### src/hdl/down_counter_pkg.sv
package down_counter_pkg;
  // byte port offsets on the i/o bus
  localparam logic [2:0] OFF_COUNTER0_DATA = 3'h4;
  localparam logic [2:0] OFF_COUNTER1_DATA = 3'h5;
  localparam logic [2:0] OFF_COUNTER2_DATA = 3'h6;
  localparam logic [2:0] OFF_COUNTER_CONTROL_WORD = 3'h7;
  // control word fields
  localparam int CW_SEL_MSB = 7;
  localparam int CW_SEL_LSB = 6;
  localparam int CW_FMT_MSB = 5;
  localparam int CW_FMT_LSB = 4;
  localparam int CW_MODE_MSB = 3;
  localparam int CW_MODE_LSB = 1;
  localparam int CW_BCD_BIT = 0;
  localparam logic [1:0] SEL_ILLEGAL = 2'h3;
  localparam int NUM_COUNTERS = 3;
  // access formats
  localparam logic [1:0] FMT_LATCH = 2'h0;
  localparam logic [1:0] FMT_LOW = 2'h1;
  localparam logic [1:0] FMT_HIGH = 2'h2;
  localparam logic [1:0] FMT_LOW_HIGH = 2'h3;
  localparam logic [7:0] BYTE_ZERO = 8'h00;
  localparam logic [15:0] COUNT_ZERO = 16'h0000;
  localparam logic [15:0] COUNT_ONE = 16'h0001;
  localparam logic [2:0] MODE_RESET = 3'h0;
  // counting behaviours
  typedef enum logic [2:0] {
    M_TERMINAL = 3'b000,
    M_ONE_SHOT = 3'b001,
    M_RATE = 3'b010,
    M_SQUARE = 3'b011,
    M_SW_STROBE = 3'b100,
    M_HW_STROBE = 3'b101
  } count_mode_t;
  // internal 1 MHz source for counter two
  localparam int REF_CLK_HZ = 20000000;
  localparam int CNT2_CLK_HZ = 1000000;
  localparam int CNT2_DIV = REF_CLK_HZ / CNT2_CLK_HZ;
  localparam logic [4:0] CNT2_DIV_LAST = 5'(CNT2_DIV - 1);
endpackage : down_counter_pkg

### src/hdl/count_chan_if.sv
`timescale 1ns/1ns
interface count_chan_if;
  import down_counter_pkg::*;
  logic load;
  logic [15:0] load_val;
  logic [2:0] mode_field;
  logic bcd;
  logic tick;
  logic gate;
  logic [15:0] count;
  logic out_lvl;
  modport ctrl (output load, load_val, mode_field, bcd, tick, gate,
                input count, out_lvl);
  modport core (input load, load_val, mode_field, bcd, tick, gate,
                output count, out_lvl);
endinterface : count_chan_if

### src/hdl/down_count_core.sv
`timescale 1ns/1ns
module down_count_core
  import down_counter_pkg::*;
(
  // clock and reset
  input wire logic ref_clk,
  input wire logic rst_n,
  // channel
  count_chan_if.core ch
);
  logic [15:0] cnt_reg, cnt_next, reload_reg, reload_next;
  logic out_reg, out_next, run_reg, run_next;
  logic gate_d_reg, gate_d_next, trig_reg, trig_next;
  count_mode_t mode;

  function automatic logic [15:0] dec(input logic [15:0] v, input logic b);
    logic [15:0] r;
    r = v - COUNT_ONE;
    if (b)
    begin
      r = v;
      for (int i = 0; i < 4; i++)
      begin
        if (r[i*4 +: 4] != 4'h0)
        begin
          r[i*4 +: 4] = r[i*4 +: 4] - 4'h1;
          break;
        end
        r[i*4 +: 4] = 4'h9;
      end
    end
    return r;
  endfunction : dec

  always_comb
  begin
    if (ch.mode_field[1])
      mode = count_mode_t'({1'b0, ch.mode_field[1:0]});
    else
      mode = count_mode_t'(ch.mode_field);
  end

  always_comb
  begin
    cnt_next = cnt_reg;
    reload_next = reload_reg;
    out_next = out_reg;
    run_next = run_reg;
    gate_d_next = ch.gate;
    trig_next = trig_reg;
    // gate rising edge waits for the next count clock
    if (ch.tick)
      trig_next = 1'b0;
    if (ch.gate && !gate_d_reg)
      trig_next = 1'b1;
    if (ch.load)
    begin
      reload_next = ch.load_val;
      cnt_next = ch.load_val;
      trig_next = 1'b0;
      out_next = (mode != M_TERMINAL);
      run_next = (mode == M_TERMINAL) || (mode == M_SW_STROBE)
                 || (mode == M_RATE) || (mode == M_SQUARE);
      if (mode == M_SQUARE)
        cnt_next = 16'((17'(ch.load_val) + 17'h1) >> 1);
    end
    else if (ch.tick)
    begin
      case (mode)
        M_TERMINAL:
        begin
          if (run_reg && ch.gate)
          begin
            cnt_next = dec(cnt_reg, ch.bcd);
            if (cnt_reg == COUNT_ONE)
            begin
              out_next = 1'b1;
              run_next = 1'b0;
            end
          end
        end
        M_ONE_SHOT, M_HW_STROBE:
        begin
          if (trig_reg)
          begin
            cnt_next = reload_reg;
            run_next = 1'b1;
            out_next = (mode == M_HW_STROBE);
          end
          else if (run_reg)
          begin
            cnt_next = dec(cnt_reg, ch.bcd);
            out_next = (mode == M_HW_STROBE) ? 1'b1 : 1'b0;
            if (cnt_reg == COUNT_ONE)
            begin
              out_next = (mode == M_ONE_SHOT);
              run_next = 1'b0;
            end
          end
          else
            out_next = 1'b1;
        end
        M_RATE:
        begin
          if (trig_reg)
            cnt_next = reload_reg;
          else if (ch.gate)
          begin
            out_next = (cnt_reg != COUNT_ONE);
            cnt_next = (cnt_reg == COUNT_ONE) ? reload_reg
                                              : dec(cnt_reg, ch.bcd);
          end
          else
            out_next = 1'b1;
        end
        M_SQUARE:
        begin
          if (trig_reg)
          begin
            cnt_next = 16'((17'(reload_reg) + 17'h1) >> 1);
            out_next = 1'b1;
          end
          else if (ch.gate)
          begin
            if (cnt_reg == COUNT_ONE)
            begin
              out_next = !out_reg;
              cnt_next = out_reg ? (reload_reg >> 1)
                       : 16'((17'(reload_reg) + 17'h1) >> 1);
            end
            else
              cnt_next = dec(cnt_reg, ch.bcd);
          end
        end
        M_SW_STROBE:
        begin
          out_next = 1'b1;
          if (run_reg && ch.gate)
          begin
            cnt_next = dec(cnt_reg, ch.bcd);
            if (cnt_reg == COUNT_ONE)
            begin
              out_next = 1'b0;
              run_next = 1'b0;
            end
          end
        end
        default:
          out_next = 1'b1;
      endcase
    end
  end

  always_ff @(posedge ref_clk or negedge rst_n)
  begin
    if (!rst_n)
    begin
      cnt_reg <= COUNT_ZERO;
      reload_reg <= COUNT_ZERO;
      out_reg <= 1'b1;
      run_reg <= 1'b0;
      gate_d_reg <= 1'b0;
      trig_reg <= 1'b0;
    end
    else
    begin
      cnt_reg <= cnt_next;
      reload_reg <= reload_next;
      out_reg <= out_next;
      run_reg <= run_next;
      gate_d_reg <= gate_d_next;
      trig_reg <= trig_next;
    end
  end

  assign ch.count = cnt_reg;
  assign ch.out_lvl = out_reg;
endmodule : down_count_core

### src/hdl/triple_down_counter_timer.sv
`timescale 1ns/1ns
module triple_down_counter_timer
  import down_counter_pkg::*;
(
  // clock and reset
  input wire logic ref_clk,
  input wire logic rst_n,
  // i/o bus byte port
  input wire logic [2:0] io_addr,
  input wire logic io_wr,
  input wire logic io_rd,
  input wire logic [7:0] io_wdata,
  output logic [7:0] io_rdata,
  // counter pins
  input wire logic count_clk0,
  input wire logic count_clk1,
  input wire logic gate0,
  input wire logic gate1,
  input wire logic gate2,
  output logic count_out0,
  output logic count_out1,
  output logic count_out2
);
  count_chan_if ch[NUM_COUNTERS]();

  logic [1:0] fmt_reg[NUM_COUNTERS], fmt_next[NUM_COUNTERS];
  logic [2:0] mode_reg[NUM_COUNTERS], mode_next[NUM_COUNTERS];
  logic bcd_reg[NUM_COUNTERS], bcd_next[NUM_COUNTERS];
  logic wr_hi_reg[NUM_COUNTERS], wr_hi_next[NUM_COUNTERS];
  logic rd_hi_reg[NUM_COUNTERS], rd_hi_next[NUM_COUNTERS];
  logic [7:0] low_hold_reg[NUM_COUNTERS], low_hold_next[NUM_COUNTERS];
  logic [15:0] latch_reg[NUM_COUNTERS], latch_next[NUM_COUNTERS];
  logic held_reg[NUM_COUNTERS], held_next[NUM_COUNTERS];
  logic load_pls[NUM_COUNTERS];
  logic [15:0] load_val[NUM_COUNTERS];
  logic [15:0] live[NUM_COUNTERS];
  logic [NUM_COUNTERS-1:0] outs;
  logic [7:0] rdata_reg, rdata_next;
  logic [4:0] div_reg, div_next;
  logic tick2_reg, tick2_next;
  logic clk0_d_reg, clk1_d_reg;
  logic [NUM_COUNTERS-1:0] gates;
  logic [NUM_COUNTERS-1:0] ticks;
  logic [1:0] cw_sel;
  logic [1:0] data_idx;
  logic data_hit;

  assign cw_sel = io_wdata[CW_SEL_MSB:CW_SEL_LSB];
  assign gates = {gate2, gate1, gate0};
  // counter two on internal 1 MHz enable
  assign ticks = {tick2_reg, count_clk1 & ~clk1_d_reg,
                  count_clk0 & ~clk0_d_reg};

  always_comb
  begin
    data_hit = 1'b1;
    data_idx = 2'h0;
    case (io_addr)
      OFF_COUNTER0_DATA: data_idx = 2'h0;
      OFF_COUNTER1_DATA: data_idx = 2'h1;
      OFF_COUNTER2_DATA: data_idx = 2'h2;
      default: data_hit = 1'b0;
    endcase
  end

  // divider for the 1 MHz count clock
  always_comb
  begin
    div_next = (div_reg == CNT2_DIV_LAST) ? 5'h00 : div_reg + 5'h01;
    tick2_next = (div_reg == CNT2_DIV_LAST);
  end

  always_comb
  begin
    rdata_next = rdata_reg;
    for (int i = 0; i < NUM_COUNTERS; i++)
    begin
      fmt_next[i] = fmt_reg[i];
      mode_next[i] = mode_reg[i];
      bcd_next[i] = bcd_reg[i];
      wr_hi_next[i] = wr_hi_reg[i];
      rd_hi_next[i] = rd_hi_reg[i];
      low_hold_next[i] = low_hold_reg[i];
      latch_next[i] = latch_reg[i];
      held_next[i] = held_reg[i];
      load_pls[i] = 1'b0;
      load_val[i] = COUNT_ZERO;
      if (io_wr && io_addr == OFF_COUNTER_CONTROL_WORD
          && cw_sel != SEL_ILLEGAL && cw_sel == 2'(i))
      begin
        if (io_wdata[CW_FMT_MSB:CW_FMT_LSB] == FMT_LATCH)
        begin
          if (!held_reg[i])
          begin
            latch_next[i] = live[i];
            held_next[i] = 1'b1;
          end
        end
        else
        begin
          fmt_next[i] = io_wdata[CW_FMT_MSB:CW_FMT_LSB];
          mode_next[i] = io_wdata[CW_MODE_MSB:CW_MODE_LSB];
          bcd_next[i] = io_wdata[CW_BCD_BIT];
          wr_hi_next[i] = 1'b0;
          rd_hi_next[i] = 1'b0;
          held_next[i] = 1'b0;
        end
      end
      if (io_wr && data_hit && data_idx == 2'(i))
      begin
        case (fmt_reg[i])
          FMT_LOW:
          begin
            load_pls[i] = 1'b1;
            load_val[i] = {BYTE_ZERO, io_wdata};
          end
          FMT_HIGH:
          begin
            load_pls[i] = 1'b1;
            load_val[i] = {io_wdata, BYTE_ZERO};
          end
          FMT_LOW_HIGH:
          begin
            wr_hi_next[i] = !wr_hi_reg[i];
            if (wr_hi_reg[i])
            begin
              load_pls[i] = 1'b1;
              load_val[i] = {io_wdata, low_hold_reg[i]};
            end
            else
              low_hold_next[i] = io_wdata;
          end
          default:
            load_pls[i] = 1'b0;
        endcase
      end
      if (io_rd && data_hit && data_idx == 2'(i))
      begin
        // latched value wins over live count
        case (fmt_reg[i])
          FMT_HIGH:
          begin
            rdata_next = held_reg[i] ? latch_reg[i][15:8] : live[i][15:8];
            held_next[i] = 1'b0;
          end
          FMT_LOW_HIGH:
          begin
            rd_hi_next[i] = !rd_hi_reg[i];
            if (rd_hi_reg[i])
            begin
              rdata_next = held_reg[i] ? latch_reg[i][15:8]
                                       : live[i][15:8];
              held_next[i] = 1'b0;
            end
            else
              rdata_next = held_reg[i] ? latch_reg[i][7:0]
                                       : live[i][7:0];
          end
          default:
          begin
            rdata_next = held_reg[i] ? latch_reg[i][7:0] : live[i][7:0];
            held_next[i] = 1'b0;
          end
        endcase
      end
    end
  end

  always_ff @(posedge ref_clk or negedge rst_n)
  begin
    if (!rst_n)
    begin
      rdata_reg <= BYTE_ZERO;
      div_reg <= 5'h00;
      tick2_reg <= 1'b0;
      clk0_d_reg <= 1'b0;
      clk1_d_reg <= 1'b0;
      count_out0 <= 1'b1;
      count_out1 <= 1'b1;
      count_out2 <= 1'b1;
      for (int i = 0; i < NUM_COUNTERS; i++)
      begin
        fmt_reg[i] <= FMT_LOW_HIGH;
        mode_reg[i] <= MODE_RESET;
        bcd_reg[i] <= 1'b0;
        wr_hi_reg[i] <= 1'b0;
        rd_hi_reg[i] <= 1'b0;
        low_hold_reg[i] <= BYTE_ZERO;
        latch_reg[i] <= COUNT_ZERO;
        held_reg[i] <= 1'b0;
      end
    end
    else
    begin
      rdata_reg <= rdata_next;
      div_reg <= div_next;
      tick2_reg <= tick2_next;
      clk0_d_reg <= count_clk0;
      clk1_d_reg <= count_clk1;
      count_out0 <= outs[0];
      count_out1 <= outs[1];
      count_out2 <= outs[2];
      for (int i = 0; i < NUM_COUNTERS; i++)
      begin
        fmt_reg[i] <= fmt_next[i];
        mode_reg[i] <= mode_next[i];
        bcd_reg[i] <= bcd_next[i];
        wr_hi_reg[i] <= wr_hi_next[i];
        rd_hi_reg[i] <= rd_hi_next[i];
        low_hold_reg[i] <= low_hold_next[i];
        latch_reg[i] <= latch_next[i];
        held_reg[i] <= held_next[i];
      end
    end
  end

  assign io_rdata = rdata_reg;

  // one core per counter; pins and enables join through the interface
  for (genvar g = 0; g < NUM_COUNTERS; g++)
  begin : g_chan
    assign ch[g].load = load_pls[g];
    assign ch[g].load_val = load_val[g];
    assign ch[g].mode_field = mode_reg[g];
    assign ch[g].bcd = bcd_reg[g];
    assign ch[g].tick = ticks[g];
    assign ch[g].gate = gates[g];
    assign live[g] = ch[g].count;
    assign outs[g] = ch[g].out_lvl;
    down_count_core u_core (
      .ref_clk(ref_clk),
      .rst_n(rst_n),
      .ch(ch[g])
    );
  end
endmodule : triple_down_counter_timer

### config.mk
export PLATFORM = sky130hd
export DESIGN_NAME = triple_down_counter_timer
export DESIGN_NICKNAME = d
export VERILOG_FILES = /design/src/hdl/down_counter_pkg.sv /design/src/hdl/count_chan_if.sv /design/src/hdl/down_count_core.sv /design/src/hdl/triple_down_counter_timer.sv
export SDC_FILE = /design/constraint.sdc
export NUM_CORES = 1
export LEC_CHECK = 0
export ABC_AREA = 0
export ABC_CLOCK_PERIOD_IN_PS = 6500
export BUFFER_PORTS_ARGS = -buffer_cell sky130_fd_sc_hd__buf_2
export CORE_MARGIN = 2
export CORE_UTILIZATION = 30
export CTS_CLUSTER_DIAMETER = 100
export CTS_CLUSTER_SIZE = 16
export DETAILED_ROUTE_END_ITERATION = 10
export MAX_ROUTING_LAYER = met4
export PLACE_DENSITY = 0.41
export SLEW_MARGIN = 20
export SYNTH_ARGS = -nofsm -noshare
export SYNTH_HDL_FRONTEND = slang
export SYNTH_SLANG_ARGS = --single-unit
### constraint.sdc
create_clock -name ref_clk -period 6.5 [get_ports ref_clk]
set_input_delay 1.95 -clock ref_clk [delete_from_list [all_inputs] [get_ports ref_clk]]
set_output_delay 1.95 -clock ref_clk [all_outputs]
set_load 0.02 [all_outputs]
==> parameters.txt <==
Parameter                              Value

Clock tree
  Insertion delay of the later-clocked pin in the worst-skew pair ... 0.55 ns
  Clock Pin Slew Worst Setup and Hold Paths ... ~0.080 ns
  Number of sinks handled by clock tree synthesis ... 226
  TritonCTS clock tree ... built
  Buffers inserted by post-CTS timing repair ... 0
  Number of buffers created by CTS ... 20
  H-tree depth ... 1
  Root buffer selected by CTS ... sky130_fd_sc_hd__clkbuf_16
  Maximum count of clock buffers along a single path ... 3
  Hold Buf Count CTS ... 0
  Post-cts repair resize count ... 0

Placement
  Gpl congestion ... between 0.8 and 0.9
  Detailed placement HPWL ... 46,500 um
  Number of I/O port buffers ... 30
  Placed Cells ... roughly 2.7k

Yosys
  Post-synthesis net count ... 2,117
  Adder-Cell Fraction of Synth Area ... 2.94%
  Flop and latch count out of synthesis ... 226
  FFs w/ async S/R, synth ... 100%
  Simple-gate share of the synthesized area ... roughly a fifth
  Gate count of the mapped netlist ... roughly 2.1k
  Most area-hungry cell type in the Yosys netlist ... sky130_fd_sc_hd__dfrtp_1
  Sequential-to-total area share from yosys stat ... 33.3%
  Mean instance size in the synthesized netlist ... 8.29 um2
  Number of warnings reported in the yosys synthesis log ... 0
  Leading cell types by total area after synthesis ... sky130_fd_sc_hd__dfrtp_1 31%, sky130_fd_sc_hd__nand2_1 5.6%, sky130_fd_sc_hd__o21ai_0 5.3%
  Synth Area in XOR/XNOR ... 3.13%
  Cell area after technology mapping ... between 15,000 and 20,000 um2
  Post-synth top area share ... a little under a third
  Number of synthesized flops with an enable pin ... 0
  Largest family of logic cells by synthesized area ... compound AO/OA/AOI/OAI gates
  Fraction of the mapped netlist area in compound gates ... roughly a quarter
  Number of distinct library cells after synthesis ... 88
  Fraction of synthesized area in multiplexers ... 9.25%
  Top FF cell, synth ... sky130_fd_sc_hd__dfrtp_1

Layout
  Fraction of layout instances using a drive strength above 1 ... 10.8%
  Count of antenna diodes in the layout ... 0
  Number of non-filler instances in the completed layout ... about 2.7k
  Post-layout net count ... between 2k and 2.5k
  Syn-to-layout area delta ... 7.33%
  Fraction of the core area covered by cells at the end of the flow ... 32.5%

GRT
  Maximum number of pins on one net before global-route repair ... approximately 110
  Wire length of the first global-routing pass ... 97,800 um
  Antenna violations before repair ... 0
  All-Layer GR Usage ... 21.9%
  Leftover overflow at the end of global routing ... 0
  Number of global-route vias before repair ... ~15k

Floorplanning
  Core area ... 56,300 um2
  Area of the die ... 58,700 um2
  Vertical die dimension ... 242 um
  Initial Util ... 30.3%
  Cell row count ... 87
  Floorplan die width ... 242 um
  Number of top-level design ports ... 31

Routing
  Antenna-violating nets left ... 0
  Drt pass-1 iters ... 6
  Residual DRC ... 0
  First DRT Iteration DRCs ... about 1.5k
  Final routed wirelength across all metal layers ... 64,000 um
  Average detailed-routed wire length per instance ... 23.5 um
  Total vias in the final route ... ~16k
  DR vias/cell ... 5.81

Timing
  Final critical delay including setup and external delays ... ~4.5 ns
  Sum of negative setup slack ... 0 ns
  Unrepaired setup endpoints after global routing ... no
  Worst slew margin relative to its limit ... around 28%
  Final Cycle Share ... 69.8%
  Setup violators final ... 0
  Largest clock skew in the final design ... approximately 0.034 ns
  Highest clock rate ... around 0.22 GHz
  Final Max Slew Viols ... 0
  Pin slew with the least headroom to its limit ... 1.07 ns
  Hold violation count in the final report ... 0

Hold path
  Classification of the worst-slack hold path ... reg2reg

Critical path
  Reg2reg start ... fmt_reg[2]
  Number of cells on the worst reg-to-reg path ... 10
  Cell family contributing the most delay on the critical path ... simple AND/OR/NAND/NOR gates
  Critical Path, Cell by Cell ... buf_2 -> nand4bb_1 -> nor3_1 -> ha_1 -> nand4_1 -> o31a_1 -> o21ai_0 -> a21oi_1 -> a211o_1
  Worst setup endpoint ... g_chan[0].u_core.ch.count[11]
  Slowest stage cell, crit path ... sky130_fd_sc_hd__nand4bb_1
  Stage delay of the slowest cell on the critical path ... 0.65 ns
  Combined buffer and inverter count along the critical path ... 1
  CP startpoint kind ... input pin
  Reg2reg setup slack ... 2.87 ns
  Critical Path End Type ... flop
  First element of the critical path ... io_addr[0]
  Data arrival time of the critical path ... around 5.0 ns
  End of the worst register-to-register path ... g_chan[1].u_core.ch.count[13]
  Worst path depth ... 9
  CP Class ... in2reg
  Req. time, crit path ... ~7 ns
  Maximum fanout along the worst path ... 11

Pwr
  Switching power total ... 2.80 mW
  Switch share ... ~46%
  Pint ... ~3.3 mW
  Combinational Power Share ... approximately two fifths
  Fraction of power consumed by sequential logic ... 36.3%
  Clock power share ... 22.3%
  Max VDD drop ... roughly 0.16 mV
  Power density relative to cell area ... approximately 330 nW/um2
  Leakage power total ... 7.08 nW

Outcome
  Result of the run ... finished clean

Job
  Max capacitance violation total ... 0
[cells in the mapped netlist (20+ instances only)]
library cell / count
sky130_fd_sc_hd__inv_1: 57
sky130_fd_sc_hd__a211oi_1: 20
sky130_fd_sc_hd__nand2_1: 253
sky130_fd_sc_hd__ha_1: 40
sky130_fd_sc_hd__a21oi_1: 90
sky130_fd_sc_hd__nand3_1: 58
sky130_fd_sc_hd__nor2_1: 130
sky130_fd_sc_hd__mux2i_1: 72
sky130_fd_sc_hd__xor2_1: 23
sky130_fd_sc_hd__xnor2_1: 38
sky130_fd_sc_hd__o21ai_0: 179
sky130_fd_sc_hd__clkbuf_1: 132
sky130_fd_sc_hd__a32oi_1: 39
sky130_fd_sc_hd__nand4_1: 37
sky130_fd_sc_hd__buf_2: 27
sky130_fd_sc_hd__o211ai_1: 28
sky130_fd_sc_hd__o22ai_1: 36
sky130_fd_sc_hd__o221ai_1: 21
sky130_fd_sc_hd__mux2_2: 76
sky130_fd_sc_hd__a31oi_1: 28
sky130_fd_sc_hd__nor3_1: 69
sky130_fd_sc_hd__o31ai_1: 28
sky130_fd_sc_hd__dfrtp_1: 214
[metal layers]
metal  vias up  part of all wire [%]  track usage, %
li1       7453                     -               -
met2       410                    45            33.9
met5         -                     0               -
met3        77                   4.3            2.07
met1      7855                    49            30.9
met4         0                   1.8            4.43
[power groups by stage]
stage | clock network [mW] | registers, mW | logic (mW)
2_1_floorplan | 0 | 1.89 | 1.95
3_3_place_gp | 0 | 2.24 | 2.52
3_5_place_dp | 0 | 2.24 | 2.49
4_1_cts | 1.41 | 2.21 | 2.51
5_1_grt | 1.47 | 2.28 | 2.77
6_report | 1.36 | 2.22 | 2.53
[cell families (layout without fill, tap and decap cells)]
kind of cell | Yosys count | after routing
buffers and inverters | 237 | 144
multiplexers | 148 | 148
AND/OR/NAND/NOR | 707 | 707
XOR/XNOR | 61 | 61
adder cells (fa/ha/maj) | 40 | 40
AO/OA/AOI/OAI | 638 | 638
flip-flops | 226 | 226
[through the flow]
stage | hold WS, ns | instance area [um2] | power [mW] | setup slack (ns)
floorplan | 0.372 | 17000 | 3.84 | 2.15
global placement | 0.393 | 17600 | 4.76 | 1.55
detailed placement | 0.393 | 17600 | 4.73 | 1.51
CTS | 0.403 | 18300 | 6.14 | 2.08
global route | 0.418 | 18300 | 6.52 | 1.76
finish | 0.405 | 18300 | 6.12 | 1.96
[worst register-to-register path, delay by kind of cell, from the launching register on]
| family | cells | cell delay, ns |
|---|---|---|
| and+or+nand+nor | 4 | 1.31 |
| DFF | 1 | 0.57 |
| adders and majority gates | 2 | 0.77 |
| AOI/OAI and AO/OA | 3 | 0.77 |
| xor gates and xnor gates | 1 | 0.11 |
[area by class of cell]
type / count / area, um2
clock inverter: 7 / 131
inverter: 58 / 218
fill: 5920 / 38000
sequential: 226 / 5670
tap: 756 / 946
multi-input combinational: 1594 / 10400
timing repair buffer: 51 / 330
clock buffer: 28 / 562
[layout by cell type, fill, tap and decap left out, types with 20 or more instances in the layout]
cell                          n
sky130_fd_sc_hd__inv_1       57
sky130_fd_sc_hd__a31oi_1     28
sky130_fd_sc_hd__ha_1        40
sky130_fd_sc_hd__a32oi_1     39
sky130_fd_sc_hd__nor2_1     130
sky130_fd_sc_hd__nand2_1    253
sky130_fd_sc_hd__o22ai_1     36
sky130_fd_sc_hd__mux2i_1     72
sky130_fd_sc_hd__buf_4       20
sky130_fd_sc_hd__a211oi_1    20
sky130_fd_sc_hd__nand4_1     37
sky130_fd_sc_hd__o221ai_1    21
sky130_fd_sc_hd__mux2_2      76
sky130_fd_sc_hd__buf_2       29
sky130_fd_sc_hd__o31ai_1     28
sky130_fd_sc_hd__nor3_1      67
sky130_fd_sc_hd__xnor2_1     38
sky130_fd_sc_hd__o21ai_0    179
sky130_fd_sc_hd__a21oi_1     90
sky130_fd_sc_hd__dfrtp_1    214
sky130_fd_sc_hd__xor2_1      23
sky130_fd_sc_hd__nand3_1     58
sky130_fd_sc_hd__o211ai_1    28
sky130_fd_sc_hd__clkbuf_16   21
[how the worst min path moves through the flow]
stage / end / slack [ns] / from / depth (start not counted)
floorplan: count_out2 / 0.37 / g_chan[2].u_core.ch.out_lvl / 0
global placement: count_out2 / 0.39 / g_chan[2].u_core.ch.out_lvl / 0
detailed placement: count_out2 / 0.39 / g_chan[2].u_core.ch.out_lvl / 0
CTS: count_out2 / 0.40 / g_chan[2].u_core.ch.out_lvl / 0
global route: count_out2 / 0.42 / g_chan[2].u_core.ch.out_lvl / 0
finish: count_out2 / 0.40 / g_chan[2].u_core.ch.out_lvl / 0
Note: power is estimated with default switching activity, not from simulation.
